File: src/serial_pwm_defines.svh
// Constants of the single-wire grayscale link and its PWM engine
`ifndef SERIAL_PWM_DEFINES_SVH
`define SERIAL_PWM_DEFINES_SVH
// System clock, 20 MHz
`define CLK_PERIOD_NS 50
`define CLK_KHZ 20000
// Packet layout
`define GS_BITS 12
`define PKT_BITS 48
`define CMD_LSB 36
`define CH0_LSB 24
`define CH1_LSB 12
`define CH2_LSB 0
`define WRITE_CMD 12'h3AA
// Bit period limits and their cycle counts
`define TCYC_MIN_NS 330
`define TCYC_MAX_NS 10000
`define TCYC_MIN_CYC ((`TCYC_MIN_NS + `CLK_PERIOD_NS - 1) / `CLK_PERIOD_NS)
`define TCYC_MAX_CYC (`TCYC_MAX_NS / `CLK_PERIOD_NS)
// Device thresholds in 1/32 of the stored period
`define ONE_LIMIT_32 8'h10
`define ZERO_LIMIT_32 8'h1D
`define EOS_LIMIT_32 8'h60
`define LAT_LIMIT_32 8'hE0
// Host idle lengths in bit periods, rise to rise
`define HOST_EOS_PERIODS 4
`define HOST_LAT_PERIODS 9
// Pulse widths
`define HOST_PULSE_NS 14
`define HOST_PULSE_CYC ((`HOST_PULSE_NS + `CLK_PERIOD_NS - 1) / `CLK_PERIOD_NS)
`define OUT_PULSE_NS 25
`define OUT_PULSE_CYC ((`OUT_PULSE_NS < `CLK_PERIOD_NS) ? 1 : (`OUT_PULSE_NS / `CLK_PERIOD_NS))
// Grayscale reference clock divider
`define GS_OSC_KHZ 12000
`define GS_DIV ((`CLK_KHZ + `GS_OSC_KHZ - 1) / `GS_OSC_KHZ)
// Host register map
`define REG_CTRL 8'h00
`define REG_PKT_HI 8'h04
`define REG_PKT_LO 8'h08
`define REG_PERIOD 8'h0C
`define REG_STATUS 8'h10
`define PERIOD_RESET 8'h14
`define RESP_OKAY 2'h0
`define RESP_SLVERR 2'h2
`endif

File: src/serial_pwm_pkg.sv
// Types shared by both ends of the grayscale link
package serial_pwm_pkg;
    // Receiver modes of the driver end
    typedef enum logic [1:0] {
        DEV_WAIT_FIRST, DEV_MEASURE, DEV_DECODE, DEV_FORWARD
    } dev_mode_t;
    // Sender modes of the controller end
    typedef enum logic [1:0] {HOST_IDLE, HOST_BIT, HOST_GAP} host_mode_t;
    // All state of the driver end outside the PWM engine
    typedef struct packed {
        dev_mode_t mode;
        logic lineQ;
        logic armed;
        logic decided;
        logic [15:0] period;
        logic [15:0] bitCnt;
        logic [15:0] idleCnt;
        logic [47:0] shift;
        logic [1:0] outCnt;
        logic serialOut;
        logic [1:0] gsDiv;
        logic loadPulse;
    } dev_state_t;
    // All state of the PWM engine
    typedef struct packed {
        logic [11:0] counter;
        logic [2:0][11:0] level;
        logic [2:0] outs;
    } pwm_state_t;
    // All state of the controller end
    typedef struct packed {
        logic awready, wready, arready;
        logic awHeld, wHeld;
        logic [7:0] awAddr;
        logic [31:0] wData;
        logic [3:0] wStrb;
        logic bvalid, rvalid;
        logic [1:0] bresp, rresp;
        logic [31:0] rdata;
        logic [15:0] pktHi;
        logic [31:0] pktLo;
        logic [7:0] period;
        logic latchSel;
        host_mode_t mode;
        logic gapLatch;
        logic [5:0] idx;
        logic [15:0] cnt;
        logic [47:0] sh;
        logic [7:0] per;
        logic [1:0] pulseCnt;
        logic line;
    } host_state_t;
    // Scale a period by k/32
    function automatic logic [15:0] frac32(input logic [15:0] t,
                                           input logic [7:0] k);
        logic [23:0] p;
        p = 24'(t) * 24'(k);
        return p[20:5];
    endfunction : frac32
endpackage : serial_pwm_pkg

File: src/serial_link_if.sv
// The single serial wire between controller and driver
`timescale 1ns/10ps
`default_nettype none
interface serial_link_if;
    logic serialLine; // Rising-edge-coded data, driven by controller
    modport host (output serialLine);
    modport dev (input serialLine);
endinterface : serial_link_if
`default_nettype wire

File: src/serial_host_end.sv
// Controller end: AXI4-Lite registers and serial packet sender
`timescale 1ns/10ps
`default_nettype none
`include "serial_pwm_defines.svh"
module serial_host_end
    import serial_pwm_pkg::*;
(
    // Clock, reset, enable
    input wire logic clk,
    input wire logic rst_b,
    input wire logic en,
    // AXI4-Lite write address and data
    input wire logic [7:0] awaddr,
    input wire logic awvalid,
    output logic awready,
    input wire logic [31:0] wdata,
    input wire logic [3:0] wstrb,
    input wire logic wvalid,
    output logic wready,
    // AXI4-Lite write response
    output logic [1:0] bresp,
    output logic bvalid,
    input wire logic bready,
    // AXI4-Lite read
    input wire logic [7:0] araddr,
    input wire logic arvalid,
    output logic arready,
    output logic [31:0] rdata,
    output logic [1:0] rresp,
    output logic rvalid,
    input wire logic rready,
    // Serial link to the first driver
    serial_link_if.host link
);
    host_state_t q; // Registered state
    host_state_t d; // Next state
    logic [7:0] oneAt; // Second rise of a one bit
    logic [15:0] gapLen; // Idle after the last bit period

    // Byte-lane merge of a write
    function automatic logic [31:0] merge(input logic [31:0] old,
        input logic [31:0] dat, input logic [3:0] strb);
        logic [31:0] r;
        r = old;
        for (int i = 0; i < 4; i++) begin
            if (strb[i]) begin
                r[8*i +: 8] = dat[8*i +: 8];
            end
        end
        return r;
    endfunction : merge

    ////////////////////////////////////////////////////////////////////
    // Bit timing; at least two cycles so the low gap shows
    always_comb begin
        oneAt = ((q.per >> 2) < 8'h02) ? 8'h02 : (q.per >> 2);
        gapLen = 16'(q.per) * (q.gapLatch ? 16'(`HOST_LAT_PERIODS - 1)
            : 16'(`HOST_EOS_PERIODS - 1));
    end

    ////////////////////////////////////////////////////////////////////
    // Next state
    always_comb begin
        logic [31:0] m;
        m = merge(32'h0000_0000, q.wData, q.wStrb);
        d = q;
        // Write channels, either order
        if (awvalid && q.awready) begin
            d.awHeld = 1'b1;
            d.awAddr = awaddr;
        end
        if (wvalid && q.wready) begin
            d.wHeld = 1'b1;
            d.wData = wdata;
            d.wStrb = wstrb;
        end
        if (bready && q.bvalid) begin
            d.bvalid = 1'b0;
        end
        if (q.awHeld && q.wHeld && !q.bvalid) begin
            d.awHeld = 1'b0;
            d.wHeld = 1'b0;
            d.bvalid = 1'b1;
            d.bresp = `RESP_OKAY;
            unique case (q.awAddr)
                `REG_CTRL: begin
                    if (q.wStrb[0]) begin
                        d.latchSel = q.wData[1];
                    end
                    // Start ignored while a packet is under way
                    if (m[0] && (q.mode == HOST_IDLE)) begin
                        d.mode = HOST_BIT;
                        d.sh = {q.pktHi, q.pktLo};
                        d.gapLatch = m[1];
                        d.idx = 6'h2F;
                        d.cnt = 16'h0000;
                        // Period kept inside the legal range
                        if (q.period < 8'(`TCYC_MIN_CYC)) begin
                            d.per = 8'(`TCYC_MIN_CYC);
                        end else if (q.period > 8'(`TCYC_MAX_CYC)) begin
                            d.per = 8'(`TCYC_MAX_CYC);
                        end else begin
                            d.per = q.period;
                        end
                    end
                end
                `REG_PKT_HI: d.pktHi = 16'(merge({16'h0000, q.pktHi},
                                                 q.wData, q.wStrb));
                `REG_PKT_LO: d.pktLo = merge(q.pktLo, q.wData, q.wStrb);
                `REG_PERIOD: d.period = 8'(merge({24'h0, q.period},
                                                 q.wData, q.wStrb));
                `REG_STATUS: d.bresp = `RESP_OKAY;
                default: d.bresp = `RESP_SLVERR;
            endcase
        end
        d.awready = !d.awHeld && !d.bvalid;
        d.wready = !d.wHeld && !d.bvalid;
        // Read channel, answer one cycle after the address
        if (rready && q.rvalid) begin
            d.rvalid = 1'b0;
        end
        if (arvalid && q.arready) begin
            d.rvalid = 1'b1;
            d.rresp = `RESP_OKAY;
            unique case (araddr)
                `REG_CTRL: d.rdata = {30'h0, q.latchSel, 1'b0};
                `REG_PKT_HI: d.rdata = {16'h0000, q.pktHi};
                `REG_PKT_LO: d.rdata = q.pktLo;
                `REG_PERIOD: d.rdata = {24'h000000, q.period};
                `REG_STATUS: d.rdata = {31'h0, q.mode != HOST_IDLE};
                default: begin
                    d.rdata = 32'h0000_0000;
                    d.rresp = `RESP_SLVERR;
                end
            endcase
        end
        d.arready = !d.rvalid;
        // Line pulse generator
        if (q.pulseCnt != 2'h0) begin
            d.pulseCnt = q.pulseCnt - 2'h1;
        end
        unique case (q.mode)
            HOST_IDLE: begin
            end
            HOST_BIT: begin
                d.cnt = q.cnt + 16'h0001;
                // Every bit opens with a rise; first two stay zero
                if ((q.cnt == 16'h0000) || ((q.cnt == 16'(oneAt))
                        && q.sh[47] && (q.idx < 6'h2E))) begin
                    d.pulseCnt = 2'(`HOST_PULSE_CYC);
                end
                if (q.cnt == 16'(q.per - 8'h01)) begin
                    d.cnt = 16'h0000;
                    if (q.idx == 6'h00) begin
                        d.mode = HOST_GAP;
                    end else begin
                        d.idx = q.idx - 6'h01;
                        d.sh = {q.sh[46:0], 1'b0};
                    end
                end
            end
            HOST_GAP: begin
                // Packet idle, or the longer latch idle when asked
                d.cnt = q.cnt + 16'h0001;
                if (q.cnt >= gapLen - 16'h0001) begin
                    d.mode = HOST_IDLE;
                end
            end
            default: d.mode = HOST_IDLE;
        endcase
        d.line = (d.pulseCnt != 2'h0);
    end

    ////////////////////////////////////////////////////////////////////
    // State register, frozen while the enable is low
    always_ff @(posedge clk or negedge rst_b) begin
        if (!rst_b) begin
            q <= '0;
            // Period starts at its nonzero default
            q.period <= `PERIOD_RESET;
        end else if (en) begin
            q <= d;
        end
    end

    assign awready = q.awready;
    assign wready = q.wready;
    assign bresp = q.bresp;
    assign bvalid = q.bvalid;
    assign arready = q.arready;
    assign rdata = q.rdata;
    assign rresp = q.rresp;
    assign rvalid = q.rvalid;
    assign link.serialLine = q.line;
endmodule : serial_host_end
`default_nettype wire

File: src/flat_wrapper.sv
// flat-port wrapper written by rule: the top's interface ports become plain ports
module serial_host_end_flat import serial_pwm_pkg::*;
  (clk, rst_b, en, awaddr, awvalid, awready, wdata, wstrb, wvalid, wready, bresp, bvalid, bready, araddr, arvalid, arready, rdata, rresp, rvalid, rready, link_serialLine);
  serial_link_if link_i ();
  input wire logic clk;
  input wire logic rst_b;
  input wire logic en;
  input wire logic [7:0] awaddr;
  input wire logic awvalid;
  output logic awready;
  input wire logic [31:0] wdata;
  input wire logic [3:0] wstrb;
  input wire logic wvalid;
  output logic wready;
  output logic [1:0] bresp;
  output logic bvalid;
  input wire logic bready;
  input wire logic [7:0] araddr;
  input wire logic arvalid;
  output logic arready;
  output logic [31:0] rdata;
  output logic [1:0] rresp;
  output logic rvalid;
  input wire logic rready;
  output wire logic [$bits(link_i.serialLine)-1:0] link_serialLine;
  assign link_serialLine = link_i.serialLine;
  serial_host_end u_core (.clk(clk), .rst_b(rst_b), .en(en), .awaddr(awaddr), .awvalid(awvalid), .awready(awready), .wdata(wdata), .wstrb(wstrb), .wvalid(wvalid), .wready(wready), .bresp(bresp), .bvalid(bvalid), .bready(bready), .araddr(araddr), .arvalid(arvalid), .arready(arready), .rdata(rdata), .rresp(rresp), .rvalid(rvalid), .rready(rready), .link(link_i));
endmodule
File: config.mk
export PLATFORM = sky130hd
export DESIGN_NAME = serial_host_end_flat
export DESIGN_NICKNAME = d
export VERILOG_FILES = /design/src/serial_pwm_pkg.sv /design/src/serial_link_if.sv /design/src/serial_host_end.sv /design/src/flat_wrapper.sv
export VERILOG_INCLUDE_DIRS = /design/src
export SDC_FILE = /design/constraint.sdc
export NUM_CORES = 1
export LEC_CHECK = 0
export ABC_AREA = 1
export BUFFER_PORTS_ARGS = -buffer_cell sky130_fd_sc_hd__buf_2
export CORE_ASPECT_RATIO = 1.2
export CORE_MARGIN = 2
export CORE_UTILIZATION = 57
export DETAILED_ROUTE_END_ITERATION = 12
export PLACE_DENSITY = 0.8
export SYNTH_ARGS = -nofsm -noshare
export SYNTH_HDL_FRONTEND = slang
export SYNTH_SLANG_ARGS = --single-unit
File: constraint.sdc
create_clock -name clk -period 11.3 [get_ports clk]
set_clock_uncertainty 0.2 [all_clocks]
set_input_delay 1.695 -clock clk [delete_from_list [all_inputs] [get_ports clk]]
set_output_delay 1.695 -clock clk [all_outputs]
set_load 0.05 [all_outputs]
==> impl_results.md <==
* Root buffer cell: clkbuf_16
* Slew HR at 31.4%
* Hold-fix buffers at CTS at 0
* GRT overflow at 0
* Worst Hold Class: register to register
* Die extent in y at 169 um
* Dpl hpwl at 21300 um
* Fillers at approximately 1900
* Setup TNS Final at 0 ns
* Drt first pass iters at 5
* P_leak at 7.20 nW
* Switching part of the total at 32.2%
* Detail Route Antenna Nets at 0
* Buf/Inv on CP at 2
* Worst Tran Pin Value at just over 1 ns
* TritonCTS clock tree: yes
* Initial DRC Count at 977
* Clk pin slew, worst setup/hold paths at 0.06 ns
* I/O Buffers at 99
* H-tree depth at 1
* Worst R2R Path Depth at 20
* Yosys warns at 0
* Seq pwr share at between 40% and 50%
* Largest net degree at the start of global routing at 103
* Number of global-route vias before repair at roughly 11000
* CTS buffer count at 24
* Clk sinks at 226
* Placed Cells at 1965
* Crit path required time at between 10 and 15 ns
* Synth-to-Final Area Change at 8.15%
* CP Cell Sequence: nand2_1 -> fa_1 -> inv_1 -> fa_1 -> inv_1 -> ha_1 -> a21oi_1 -> o21ai_0 -> a21oi_1 -> o21ai_0 -> nand2_1 -> nand2_1 -> xnor2_1 -> ha_1 -> nand4_1 -> o221a_2 -> nand2_1 -> nand2_1 -> nand2_1 -> nand2_1
* Crit Path Max Fanout at 17
* Fin crit period at 4.73 ns
* WHS Path Cells at 2
* Non-Filler Instances at 2000
* Fmax at 0.211 GHz
* Worst setup SP type: register
* Top delay family on crit path: adder cells
* Clock Path Buffers at 3
* Die X at 142 um
* Max-Cap Viols at 0
* IO Pins at 102
* Syn_area_per_cell at 7.68 sq um
* FF+latch count, synth at 226
* Nets at 1830
* Final core occ at 62.5%
* DRT Wirelength at 30600 um
* Worst VDD drop at 0.152 mV
* Layout cells sized above 1 at a little over a tenth
* Post-synth cell types at 48
* Postcts setup bufs at 0
* Core Area at 22400 sq um
* Int Pwr at 1.56 mW
* GP Congestion at 0.896
* Logic pwr share at about 22%
* Initial antenna violation count at 0
* Worst skew pair latency at 0.52 ns
* All-layer global routing usage at 26.2%
* Vias per cell at 5.53
* Crit path arrival time at just under 5 ns
* Cells after Synth at 1684
* Crit Path Class: register to register
* Switching pwr at 741 uW
* # rows at 60
* Final Hold Fails at 0
* First-pass GRT wire length at 51500 um
* Most frequent cell on the critical path: nand2_1
* Starting density of the core at 57.8%
* Post-cts sizing count at 0
* Status: complete, no violations
* # diodes at 0
* Post-synthesis sequential area ratio at 43.7%
* Pwr Total at around 2.3 mW
* Die area at about 24000 sq um
* Pwr dens at 164 nW/um^2
* DRC Markers at 0
* Critical path capture point type: register
* Syn Std Cell Area at 12900 sq um
* Vias post-DR at 11067
* Final instance area at 14000 sq um
* Final worst path period share at 41.9%
* RSZ-0062 raised after global routing: no
* Dpl cell area at about 13000 sq um
* Clk network pwr share at ~33%
* Setup violators final at 0
* CP max stage delay at 0.63 ns
* Worst path slowest cell: dfrtp_1
* Crit. path cell count at 20
* WL per Instance at 15.3 um
* Pins Over Slew Limit at 0
## through the flow
| step | setup WS, ns | hold WS [ns] |
|---|---|---|
| floorplan | 6.96 | 0.242 |
| global route | 6.27 | 0.289 |
| global placement | 6.84 | 0.257 |
| detailed placement | 6.72 | 0.261 |
| CTS | 6.71 | 0.277 |
| finish | 6.57 | 0.274 |
## sequential cells by signal (all words and copies together), names as in the netlist
signal and cells:
u_core.rvalid 1, u_core.awready 1, u_core.rresp 1, u_core.arready 1, u_core.bvalid 1, u_core.q 186, u_core.link.serialLine 1, u_core.wready 1
u_core.rdata 32, u_core.bresp 1
## cell usage in the layout (no fill, tap or decap), drive strengths merged, types with 3 or more instances in the layout
cell and instances:
o31ai 3, nand4 15, nor4 6, nor3 11
o21ai 211, buf 107, nand3 116, a21oi 31
xnor2 13, ha 46, a22oi 3, a31oi 3
fa 12, dfrtp 224, clkbuf 31, nand3b 19
nand2 558, xor2 24, inv 196, nor2 70
## cell usage after synthesis (all sizes together)
cell type | count | area (sq um)
nand2 | 558 | 2110
dfrtp | 224 | 5610
o21ai | 211 | 1060
inv | 196 | 736
nand3 | 116 | 606
nor2 | 70 | 300
buf | 60 | 430
clkbuf | 46 | 174
ha | 46 | 576
a21oi | 31 | 155
xor2 | 24 | 210
nand3b | 19 | 143
nand4 | 15 | 100
xnor2 | 13 | 114
fa | 12 | 240
nor3 | 11 | 81.3
nor4 | 6 | 43.8
a22oi | 3 | 22.5
a31oi | 3 | 33.8
o31ai | 3 | 22.5
a211oi | 2 | 15.0
dfstp | 2 | 52.6
mux2i | 2 | 20.0
o21a | 2 | 15.0
or2 | 2 | 12.5
a21boi | 1 | 7.51
a21o | 1 | 7.51
conb | 1 | 3.75
nand2b | 1 | 13.8
o2111ai | 1 | 8.76
o211ai | 1 | 7.51
o221a | 1 | 11.3
## layout make-up
cell class / instances / area, sq um / share of cell area [%]
Inverter: 196 / 736 / 5.26
Timing Repair Buffer: 107 / 566 / 4.04
Clock inverter: 4 / 50.0 / 0.358
Clock buffer: 31 / 678 / 4.85
Sequential cell: 226 / 5660 / 40.4
Tap cell: 279 / 349 / 2.50
Multi-Input combinational cell: 1157 / 5950 / 42.6
## power by group through the flow
stage	Sequential, mW	Combinational, mW	Clock, mW
4_1_cts	1.04	0.509	0.754
3_3_place_gp	1.04	0.483	0
6_report	1.04	0.508	0.747
5_1_grt	1.06	0.583	0.790
3_5_place_dp	1.05	0.503	0
2_1_floorplan	1.05	0.353	0
## layer usage
| layer | share of wire, % | GRT usage, % | wire, um | up-vias |
|---|---|---|---|---|
| met5 | 0 | 0 | 0 | - |
| met2 | 51 | 47.4 | 15700 | 330 |
| met4 | 3.4 | 9.74 | 1030 | 0 |
| met1 | 41 | 32.6 | 12500 | 5297 |
| li1 | - | - | - | 5358 |
| met3 | 4.6 | 2.49 | 1420 | 82 |
## logic make-up after synthesis
kind of cell / count (synthesis) / share of synthesized area [%]
buf+inv: 302 / 10.4
other cells: 1 / 0.0290
compound gates: 260 / 10.6
mux: 2 / 0.155
simple gates: 798 / 26.3
flops: 226 / 43.7
fa+ha+maj: 58 / 6.31
xor+xnor: 37 / 2.51
## worst reg2reg max path, cell delays in order, from the launching register on
cell     delay (ns)
dfrtp_1        0.63
nand2_1        0.20
fa_1           0.56
inv_1          0.05
fa_1           0.49
inv_1          0.04
ha_1           0.35
a21oi_1        0.08
o21ai_0        0.23
a21oi_1        0.11
o21ai_0        0.34
nand2_1        0.14
nand2_1        0.10
xnor2_1        0.07
ha_1           0.33
nand4_1        0.14
o221a_2        0.27
nand2_1        0.13
nand2_1        0.08
nand2_1        0.06
nand2_1        0.04
## final timing paths
| kind | to | slack (ns) | from |
|---|---|---|---|
| worst min-delay path | u_core.rdata[14]$_DFFE_PN0P_ | 0.27 | u_core.rdata[14]$_DFFE_PN0P_ |
| worst max-delay path | u_core.q[83]$_DFFE_PN0P_ | 6.57 | u_core.q[81]$_DFFE_PN0P_ |
| worst min register to register | u_core.rdata[14]$_DFFE_PN0P_ | 0.27 | u_core.rdata[14]$_DFFE_PN0P_ |
| max in group asynchronous | u_core.q[103]$_DFFE_PN0P_ | 7.70 | rst_b |
| min in group asynchronous | u_core.q[213]$_DFFE_PN0P_ | 0.98 | rst_b |
| worst max register to register | u_core.q[83]$_DFFE_PN0P_ | 6.57 | u_core.q[81]$_DFFE_PN0P_ |
Power figures use the tool's default switching activity.
